==> config.mk <==
export PLATFORM = sky130hd
export DESIGN_NAME = pfs_port0_mux
export DESIGN_NICKNAME = d
export VERILOG_FILES = /design/src/logic/pfs_pad_route.v /design/src/logic/pfs_port0_mux.v
export VERILOG_INCLUDE_DIRS = /design/src /design/src/pkg
export SDC_FILE = /design/constraint.sdc
export NUM_CORES = 1
export LEC_CHECK = 0
export ABC_AREA = 1
export BUFFER_PORTS_ARGS = -buffer_cell sky130_fd_sc_hd__buf_2
export CAP_MARGIN = 10
export CELL_PAD_IN_SITES_DETAIL_PLACEMENT = 0
export CELL_PAD_IN_SITES_GLOBAL_PLACEMENT = 1
export CORE_AREA = 10 10 293 295
export CTS_BUF_LIST = sky130_fd_sc_hd__clkbuf_8
export CTS_CLUSTER_DIAMETER = 30
export DETAILED_ROUTE_END_ITERATION = 10
export DIE_AREA = 0 0 303 305
export PLACE_DENSITY = 0.51
export SYNTH_ARGS = -nofsm -noshare
export SYNTH_HDL_FRONTEND = slang
export SYNTH_SLANG_ARGS = --single-unit
==> constraint.sdc <==
create_clock -name hclk -period 1.4 [get_ports hclk]
set_input_delay 0.28 -clock hclk [delete_from_list [all_inputs] [get_ports hclk]]
set_output_delay 0.28 -clock hclk [all_outputs]
set_load 0.03 [all_outputs]
==> src/pkg/pfs_consts.vh <==
`ifndef PFS_CONSTS_VH
`define PFS_CONSTS_VH
// Register byte offsets on the bus.
`define PFS_OFS_FUNC_SEL 8'h00
`define PFS_OFS_PSEL0 8'h04
`define PFS_OFS_PSEL1 8'h08
`define PFS_OFS_PSEL2 8'h0C
`define PFS_OFS_WMASK 8'h10
`define PFS_OFS_PULL 8'h14
`define PFS_OFS_STRAP 8'h18
`define PFS_OFS_STATUS 8'h1C
// Reset values.
`define PFS_RST_FUNC_SEL 32'h00000000
`define PFS_RST_PSEL 32'h00000000
`define PFS_RST_PULL 32'h00000000
// Unlock key; the mask register takes the inverse of the value that follows.
`define PFS_UNLOCK_KEY 32'hA5A5A5A5
// Field positions of the one-bit select fields.
`define PFS_PAD1_SEL_BIT 24
`define PFS_PAD2_SEL_BIT 25
`define PFS_PAD17_SEL_BIT 24
`define PFS_PAD19_SEL_BIT 26
`define PFS_PAD20_SEL_BIT 27
// Fixed function code used by the pad that has no select field.
`define PFS_FIXED_FUNC 3'h0
`endif

==> src/logic/pfs_pad_route.v <==
`timescale 1ns/10ps
`default_nettype none
// Routes one pad to GPIO or to one of up to eight peripheral slots.
module pfs_pad_route (
	// Selection.
	input wire periph_en,
	input wire [2:0] func_code,
	// Sources.
	input wire gpio_out,
	input wire gpio_oe,
	input wire [7:0] periph_out,
	input wire [7:0] periph_oe,
	// Pad side.
	output wire pad_out,
	output wire pad_oe
);
	// Exactly one source drives the pad at a time.
	assign pad_out = periph_en ? periph_out[func_code] : gpio_out;
	assign pad_oe = periph_en ? periph_oe[func_code] : gpio_oe;
endmodule // pfs_pad_route
`default_nettype wire

==> src/logic/pfs_port0_mux.v <==
// Behaviour
// function-select bit 0 routes pad to GPIO, 1 to peripheral.
// bits 0 to 5 take peripheral choice from select register zero upper fields.
// bits 6 to 22 except 18 use select register one fields.
// bits 23 to 31 use select register two fields 1:0 to 17:16.
// after reset all multiplexed pads are GPIO; dedicated I2C pads excluded.
// each pad offers eight peripheral slots plus GPIO; here only pads 10 and 13 reach all eight, the others four or two, pad 18 one.
// pull-ups marked on are enabled from reset, software changeable.
// pull-ups marked off reset disabled; dash pads have no control.
// debug handshake pad has a pull-down enabled from reset.
// straps must be driven to defined levels during reset.
// write the mask register immediately before each select register write.
// routing changes only after the write completes, never two functions at once.
`timescale 1ns/10ps
`default_nettype none
`include "pfs_consts.vh"
module pfs_port0_mux #(
	parameter PULL_ON_MASK = 32'hFFFFFFFF,
	parameter PULL_HAS_CTRL = 32'hFFFFFFFF
) (
	// Clock and reset.
	input wire hclk,
	input wire hresetn,
	input wire clk_en,
	// AHB-Lite slave.
	input wire hsel,
	input wire [7:0] haddr,
	input wire [1:0] htrans,
	input wire hwrite,
	input wire [2:0] hsize,
	input wire [31:0] hwdata,
	input wire hready,
	output wire hreadyout,
	output wire hresp,
	output reg [31:0] hrdata,
	// Straps sampled at reset release.
	input wire [3:0] boot_strap_inputs,
	input wire [1:0] test_strap_inputs,
	// GPIO and peripheral sources.
	input wire [31:0] gpio_out,
	input wire [31:0] gpio_oe,
	input wire [255:0] periph_out,
	input wire [255:0] periph_oe,
	// Pads.
	output wire [31:0] pad_out,
	output wire [31:0] pad_oe,
	output wire [31:0] pad_pull_en,
	output reg dbg_ack_pulldown_en
);
	// ------------------------------------------------------------
	// Registers
	// ------------------------------------------------------------
	reg [31:0] port0_func_sel_bits;
	reg [31:0] periph_select_reg_zero;
	reg [31:0] periph_select_reg_one;
	reg [31:0] periph_select_reg_two;
	reg [31:0] pullup_control_regs;
	// Strap levels caught once after reset.
	reg [5:0] strap_latch;
	reg strap_taken;
	// Lock state of the select registers.
	reg unlocked;
	reg lock_error;
	// Write flag and address of the transfer now in its data phase.
	reg dp_write;
	reg [7:0] dp_addr;
	wire addr_phase;
	wire psel_hit;

	// ------------------------------------------------------------
	// Bus interface
	// ------------------------------------------------------------
	// Every transfer completes with no wait state and an OKAY answer.
	assign hreadyout = 1'b1;
	assign hresp = 1'b0;
	// A transfer is taken when selected, ready and NONSEQ or SEQ.
	assign addr_phase = hsel & hready & htrans[1];
	// The three select registers share the write-mask lock.
	assign psel_hit = (dp_addr == `PFS_OFS_PSEL0) | (dp_addr == `PFS_OFS_PSEL1) |
		(dp_addr == `PFS_OFS_PSEL2);

	// Address phase capture and register writes in the data phase.
	always @(posedge hclk or negedge hresetn) begin
		if (!hresetn) begin
			dp_write <= 1'b0;
			dp_addr <= 8'h00;
			port0_func_sel_bits <= `PFS_RST_FUNC_SEL;
			periph_select_reg_zero <= `PFS_RST_PSEL;
			periph_select_reg_one <= `PFS_RST_PSEL;
			periph_select_reg_two <= `PFS_RST_PSEL;
			pullup_control_regs <= `PFS_RST_PULL;
			unlocked <= 1'b0;
			lock_error <= 1'b0;
			dbg_ack_pulldown_en <= 1'b1;
		end else if (clk_en) begin
			dp_write <= addr_phase & hwrite;
			dp_addr <= addr_phase ? haddr : dp_addr;
			if (dp_write) begin
				// Any write other than the mask write clears the unlock.
				unlocked <= (dp_addr == `PFS_OFS_WMASK) &&
					(hwdata == ~`PFS_UNLOCK_KEY);
				if (psel_hit && !unlocked)
					lock_error <= 1'b1;
				// Register writes land at the end of the data phase.
				// Status bit 0 is cleared by writing a one to it.
				case (dp_addr)
				`PFS_OFS_FUNC_SEL: port0_func_sel_bits <= hwdata;
				`PFS_OFS_PSEL0: if (unlocked) periph_select_reg_zero <= hwdata;
				`PFS_OFS_PSEL1: if (unlocked) periph_select_reg_one <= hwdata;
				`PFS_OFS_PSEL2: if (unlocked) periph_select_reg_two <= hwdata;
				`PFS_OFS_PULL: pullup_control_regs <= hwdata ^ PULL_ON_MASK;
				`PFS_OFS_STATUS: if (hwdata[0]) lock_error <= 1'b0;
				default: dbg_ack_pulldown_en <= dbg_ack_pulldown_en;
				endcase
				if (dp_addr == `PFS_OFS_STRAP)
					dbg_ack_pulldown_en <= hwdata[31];
			end
		end
	end

	// ------------------------------------------------------------
	// Strap capture
	// ------------------------------------------------------------
	// Straps are caught on the first enabled edge after reset release.
	always @(posedge hclk or negedge hresetn) begin
		if (!hresetn) begin
			strap_latch <= 6'h00;
			strap_taken <= 1'b0;
		end else if (clk_en && !strap_taken) begin
			strap_latch <= {test_strap_inputs, boot_strap_inputs};
			strap_taken <= 1'b1;
		end
	end

	// ------------------------------------------------------------
	// Read-back
	// ------------------------------------------------------------
	// Read data, registered at the end of the address phase.
	always @(posedge hclk or negedge hresetn) begin
		if (!hresetn) begin
			hrdata <= 32'h00000000;
		end else if (clk_en && addr_phase && !hwrite) begin
			case (haddr)
			`PFS_OFS_FUNC_SEL: hrdata <= port0_func_sel_bits;
			`PFS_OFS_PSEL0: hrdata <= periph_select_reg_zero;
			`PFS_OFS_PSEL1: hrdata <= periph_select_reg_one;
			`PFS_OFS_PSEL2: hrdata <= periph_select_reg_two;
			`PFS_OFS_PULL: hrdata <= pad_pull_en;
			`PFS_OFS_STRAP: hrdata <= {dbg_ack_pulldown_en, 25'h0000000, strap_latch};
			`PFS_OFS_STATUS: hrdata <= {30'h00000000, unlocked, lock_error};
			default: hrdata <= 32'h00000000;
			endcase
		end
	end

	// ------------------------------------------------------------
	// Pad routing
	// ------------------------------------------------------------
	// Pull enables: stored XORed with PULL_ON_MASK so reset gives the marked default.
	assign pad_pull_en = (pullup_control_regs ^ PULL_ON_MASK) & PULL_HAS_CTRL;

	// Each pad except 18 picks its slot code from a fixed field of one select register.
	// The field is chosen at elaboration, so no pad indexes outside its register.
	genvar i;
	generate
		for (i = 0; i < 32; i = i + 1) begin : g_pad
			wire [2:0] code;
			if (i == 0) begin : g_code
				// Two-bit field in the upper half of select register zero.
				assign code = {1'b0, periph_select_reg_zero[23:22]};
			end else if (i == 1) begin : g_code
				// One-bit fields reach slot 0 or 1 only.
				assign code = {2'b00, periph_select_reg_zero[`PFS_PAD1_SEL_BIT]};
			end else if (i == 2) begin : g_code
				assign code = {2'b00, periph_select_reg_zero[`PFS_PAD2_SEL_BIT]};
			end else if (i < 6) begin : g_code
				assign code = {1'b0, periph_select_reg_zero[2*i+20 +: 2]};
			end else if (i < 10) begin : g_code
				// Select register one fills from its bottom bit upwards.
				assign code = {1'b0, periph_select_reg_one[2*i-12 +: 2]};
			end else if (i == 10) begin : g_code
				// A three-bit field reaches all eight slots.
				assign code = periph_select_reg_one[10:8];
			end else if (i == 11) begin : g_code
				assign code = {1'b0, periph_select_reg_one[12:11]};
			end else if (i == 12) begin : g_code
				assign code = {1'b0, periph_select_reg_one[14:13]};
			end else if (i == 13) begin : g_code
				// The second three-bit field.
				assign code = periph_select_reg_one[17:15];
			end else if (i < 17) begin : g_code
				assign code = {1'b0, periph_select_reg_one[2*i-10 +: 2]};
			end else if (i == 17) begin : g_code
				// One-bit fields again, with a gap for the fixed pad.
				assign code = {2'b00, periph_select_reg_one[`PFS_PAD17_SEL_BIT]};
			end else if (i == 18) begin : g_code
				// This pad has one peripheral function and no select field.
				assign code = `PFS_FIXED_FUNC;
			end else if (i == 19) begin : g_code
				assign code = {2'b00, periph_select_reg_one[`PFS_PAD19_SEL_BIT]};
			end else if (i == 20) begin : g_code
				assign code = {2'b00, periph_select_reg_one[`PFS_PAD20_SEL_BIT]};
			end else if (i < 23) begin : g_code
				assign code = {1'b0, periph_select_reg_one[2*i-14 +: 2]};
			end else begin : g_code
				// Select register two, from its bottom bit upwards.
				assign code = {1'b0, periph_select_reg_two[2*i-46 +: 2]};
			end
			// The route cell switches the pad between GPIO and the chosen slot.
			pfs_pad_route u_route (
				.periph_en(port0_func_sel_bits[i]),
				.func_code(code),
				.gpio_out(gpio_out[i]),
				.gpio_oe(gpio_oe[i]),
				.periph_out(periph_out[8*i +: 8]),
				.periph_oe(periph_oe[8*i +: 8]),
				.pad_out(pad_out[i]),
				.pad_oe(pad_oe[i])
			);
		end
	endgenerate
endmodule // pfs_port0_mux
`default_nettype wire

# After elaboration in Yosys (flattened, before gate mapping)
# Cells that the tools add are included.
# op_classes
n_div	0
eq_ne	14
muxes	192
n_bitwise	7
n_reduce_logical	18
n_lt_le_gt_ge	31
n_shift	0
n_addsub	0
mul	0
# ops
operator	count
case mux 32 bit (7 select lines)	1
two-way mux 1 bit	139
binary-select mux 1 bit (select 2 bit)	48
less-than comparator 2 x 4 -> 1 bit (second input constant)	24
NOT 32 bit	2
== test 8 x 5 -> 1 bit (second input constant)	7
== test 32 x 31 -> 1 bit (second input constant)	1
== test 8 x 4 -> 1 bit (second input constant)	4
less-than comparator 1 x 4 -> 1 bit (second input constant)	5
== test 8 x 3 -> 1 bit (second input constant)	2
logical NOT 8 bit	2
binary-select mux 1 bit (select 3 bit)	4
AND reduction 4 bit	3
AND reduction 3 bit	3
less-than comparator 3 x 4 -> 1 bit (second input constant)	2
logical AND 1 bit	5
AND reduction 2 bit	2
bitwise AND 1 bit	3
logical NOT 1 bit	3
bitwise OR 1 bit	2
# totals
romBits	0
latchBits	0
ram_bits	0
output_inout_bits	131
in_bits	633
memories	0
word_cells	275
register_bits	211

# Longest topological paths before layout
# logic_depth
word_depth	7
depth_mapped	10
depth_no_buf	9

# Modules after synthesis
# Synthesis repeated with hierarchy kept, for this count alone.
# hier_totals
cells_unflattened	2813
hier_area_um2	17066.4
# by_module_without_submodules
mod	cells_each	area_each_um2	seq_area_each_um2	instances
pfs_port0_mux	1117	9258.9	5281.3	1
pfs_pad_route	53	244.0	0.0	32

# Worst setup path after synthesis
# No wires, ideal clock.
# synth_timing
kind	register to output
startpoint	register periph_select_reg_one[8]
endpoint	output pad_oe[10]
arrival_time_ps	1307
path_stages_with_launch	9
required_ps	1120
path_slack_ps	-187
n_path_buf	3
cell_sequence	dfrtp_1 > clkbuf_1 > clkbuf_1 > nand2_1 > o211ai_1 > nand3_1 > nand3_1 > nand2_1 > buf_4
# synth_between
elab_chain_cells	3
# synth_lines
element	line_no	text
start, declared	pfs_port0_mux.v:55	reg [31:0] periph_select_reg_one;
start signal, assigned	pfs_port0_mux.v:89	periph_select_reg_one <= `PFS_RST_PSEL;
start signal, assigned	pfs_port0_mux.v:109	`PFS_OFS_PSEL1: if (unlocked) periph_select_reg_one <= hwdata;
binary-select mux 1 bit (select 3 bit)	pfs_pad_route.v:19	assign pad_oe = periph_en ? periph_oe[func_code] : gpio_oe;
two-way mux 1 bit (implied by the code)	pfs_pad_route.v:19	
two-way mux 1 bit	pfs_pad_route.v:19	
end, declared	pfs_port0_mux.v:46	output wire [31:0] pad_oe,
# No other way between the ends. The select of a mux whose other input is x is not followed.

# Worst setup path in the final report
# layout_timing
startpoint	register periph_select_reg_zero[30]
endpoint	output pad_out[5]
# layout_between
elab_chain_cells	3
# layout_lines
element	line_no	text
start, declared	pfs_port0_mux.v:54	reg [31:0] periph_select_reg_zero;
start signal, assigned	pfs_port0_mux.v:88	periph_select_reg_zero <= `PFS_RST_PSEL;
start signal, assigned	pfs_port0_mux.v:108	`PFS_OFS_PSEL0: if (unlocked) periph_select_reg_zero <= hwdata;
binary-select mux 1 bit (select 2 bit)	pfs_pad_route.v:18	assign pad_out = periph_en ? periph_out[func_code] : gpio_out;
two-way mux 1 bit (implied by the code)	pfs_pad_route.v:18	
two-way mux 1 bit	pfs_pad_route.v:18	
end, declared	pfs_port0_mux.v:45	output wire [31:0] pad_out,
# No other way between the ends. The select of a mux whose other input is x is not followed.

==> results.md <==
* Fin. Hold Viols at 0
* Layout Nets at 3176
* P per Cell Area at 949 mW/mm^2
* Crit start category: flop
* FMAX at 471 MHz
* CTS root buf: clkbuf_8
* Die ar. at 0.0924 mm^2
* Clock Latency Late Sink at 0.64 ns
* Synth cell types at 31
* Status: finished with violations
* Synthesized net count at 2371
* Peak VDD IR at 497 uV
* Worst-path maximum fanout at 6
* Tcrit/Tclk final at 152%
* Max Cap Violations at 0
* Routed wire length per instance at 21.4 um
* Drt first pass iters at 6
* GR Util All Layers at 16.2%
* Num CTS Buffers at 73
* Vias per cell at 4.17
* Global route total overflow at 0
* Final wirelength at 78300 um
* Area delta synth->final at 89.0%
* Die Y at 305 um
* Register area share after synthesis at 42.1%
* Hpwl dp at 52300 um
* Setup CP Type: reg2out
* Non-filler cells, final at 3667
* Flop2flop setup slack at -0.26 ns
* Core Area at 0.0799 mm^2
* CTS tree: built
* Syn avg cell area at 7.22 um^2
* Share of layout cells above drive strength 1 at 54.6%
* Via count at 15300
* Starting density of the core at 15.7%
* DR DRC count at 0
* Num ports at 764
* Reg2reg path depth at 10
* Clk sinks at 211
* CTS H-Tree Depth at 3
* DIE WIDTH at 303 um
* Failing checks: setup timing
* Final setup violation count at 283
* Yosys warnings at 0
* RR Startpoint: dp_addr[6]$_DFFE_PN0P_
* Worst Path Arrival at 1.84 ns
* RSZ-0062 raised after global routing: true
* Buffers on Ports at 491
* Placed Cells at 3312
* Clk pin slew, worst setup/hold paths at 0.05 ns
* Max Slew Vio Count at 0
* Initial DRC count at 759
* Post-Syn Instances at 1738
* Reg-to-Reg End: periph_select_reg_zero[23]$_DFFE_PN0P_
* Worst Setup End Kind: output pin
* Synthesized flop and latch total at 211
* Vias in the first global route at 16000
* Post-Syn Area at 0.0125 mm^2
* Worst Skew at 0.0250 ns
* Worst Path Required at 1.12 ns
* Max Root-Sink Buffers at 3
* Tmin final at 2.12 ns
* Worst setup margin at -0.723 ns
* Rows at 104
* Power Total at 22500 uW
* Placer Congestion at 0.855
* Pre-CTS setup slack at -0.488 ns
* Wire length of the first global-routing pass at 109000 um
* Min-delay worst type: in2async
* DRT antenna net count at 0
* Leak Pwr at 0.0113 uW
* Initial antenna violation count at 18
* Largest net degree at the start of global routing at 61
-- power by group --
| group | internal (uW) | switching [uW] | leakage (uW) | total, uW |
|---|---|---|---|---|
| registers | 6450 | 674 | 0.00277 | 7120 |
| logic | 1990 | 2360 | 0.00757 | 4340 |
| clock network | 7210 | 3820 | 0.000910 | 11000 |
-- sequential cells by signal, summed over array words and instances (netlist names), 6 cells and up --
signal / flops
port0_func_sel_bits: 32
periph_select_reg_zero: 32
periph_select_reg_two: 32
pullup_control_regs: 32
periph_select_reg_one: 32
strap_latch: 6
dp_addr: 8
hrdata: 32
-- critical path, stage by stage, from the launching register on --
cell and delay, ns:
dfrtp_2 0.46, inv_2 0.13, o21ai_1 0.10, buf_4 0.17
a31oi_4 0.18, buf_6 0.16
-- cells in the mapped netlist (all sizes together) --
library cell / n / area (um^2)
and3: 1 / 6.26
clkbuf: 22 / 85.1
a21oi: 12 / 60.1
nand2: 356 / 1370
dfrtp: 210 / 5260
o21ai: 328 / 1800
a31oi: 56 / 350
nor4: 1 / 21.3
nor2: 294 / 1110
mux2: 4 / 45.0
nand4: 6 / 43.8
o21bai: 1 / 7.51
nor3b: 4 / 30.0
o211ai: 8 / 60.1
buf: 114 / 861
dfstp: 1 / 26.3
nand3b: 1 / 20.0
nor3: 7 / 35.0
inv: 164 / 616
conb: 2 / 7.51
nand3: 146 / 731
-- logic make-up after synthesis --
group                  Yosys count  synth area share, %
AND/OR/NAND/NOR                816                 26.8
other                            2               0.0599
multiplexers                     4                0.359
buffers and inverters          300                 12.4
AO/OA/AOI/OAI                  405                 18.2
flip-flops                     211                 42.1
-- metal layers --
metal | global-route usage [%] | vias to the layer above | share of wire (%)
met1 | 19.5 | 7294 | 41
met2 | 27.0 | 486 | 48
met4 | 5.83 | 12 | 2.7
li1 | - | 7372 | -
met3 | 4.59 | 114 | 7.7
met5 | 0 | - | 0.087
-- layout make-up --
cell class / count / area (um^2)
Sequential cell: 211 / 5370
Timing Repair Buffer: 865 / 7510
Clock buffer: 96 / 1320
Tap cell: 1060 / 1330
Antenna cell: 8 / 20.0
Fill cell: 8653 / 56200
Multi-Input combinational cell: 1228 / 7210
Clock inverter: 35 / 332
Inverter: 164 / 617
-- layout by cell type (no fill, tap or decap), types with 3 or more instances in the layout --
master	n
nor3_1	4
clkbuf_16	5
inv_1	103
nor2_1	252
buf_2	360
dfrtp_1	142
o21ai_0	70
nand2_2	50
a31oi_1	53
clkinv_2	15
buf_6	90
nor2_2	32
nor2_4	10
bufinv_16	6
clkbuf_8	96
diode_2	8
o21ai_1	143
o211ai_1	8
nand3_1	141
inv_2	71
nand4_1	5
nor3_2	3
buf_8	4
buf_4	276
nand3_2	4
nand2_8	5
a21oi_2	5
o21ai_2	114
a21oi_1	7
dfrtp_2	68
buf_16	43
dlygate4sd3_1	48
buf_12	38
nand2_4	106
nand2_1	196
nor3b_1	4
-- how the worst max path moves through the flow --
| stage | from | endpoint | slack (ns) | depth (start not counted) |
|---|---|---|---|---|
| 5_1_grt | periph_select_reg_one[15]$_DFFE_PN0P_ | pad_out[13] | -0.84 | 7 |
| 6_report | periph_select_reg_zero[30]$_DFFE_PN0P_ | pad_out[5] | -0.72 | 5 |
| 4_1_cts | periph_select_reg_zero[30]$_DFFE_PN0P_ | pad_out[5] | -0.79 | 6 |
| 3_5_place_dp | periph_select_reg_zero[30]$_DFFE_PN0P_ | pad_oe[5] | -0.49 | 5 |
| 3_3_place_gp | periph_select_reg_zero[30]$_DFFE_PN0P_ | pad_oe[5] | -0.46 | 6 |
| 2_1_floorplan | periph_select_reg_one[8]$_DFFE_PN0P_ | pad_oe[10] | -0.03 | 7 |
-- metrics by stage --
stage	area [um^2]	TNS (ns)	hold slack (ns)	utilization, %
finish	23700	-64.16	0.0819	29.7
floorplan	12600	-1.36	-0.0156	-
global route	23700	-85.81	0.0701	29.7
CTS	22700	-87.01	0.0262	28.4
global placement	17000	-21.86	0.140	21.3
detailed placement	17000	-23.63	0.138	21.3
-- what timing repair did --
item,in CTS,in global routing
hold buffers,49,0
setup endpoints to repair,280,324
setup buffers,102,33
endpoints found under the hold margin,322,0
pin swaps,106,105
resized for setup,664,288
cloned,43,5
No activity file was read; power rests on OpenSTA's default activity.
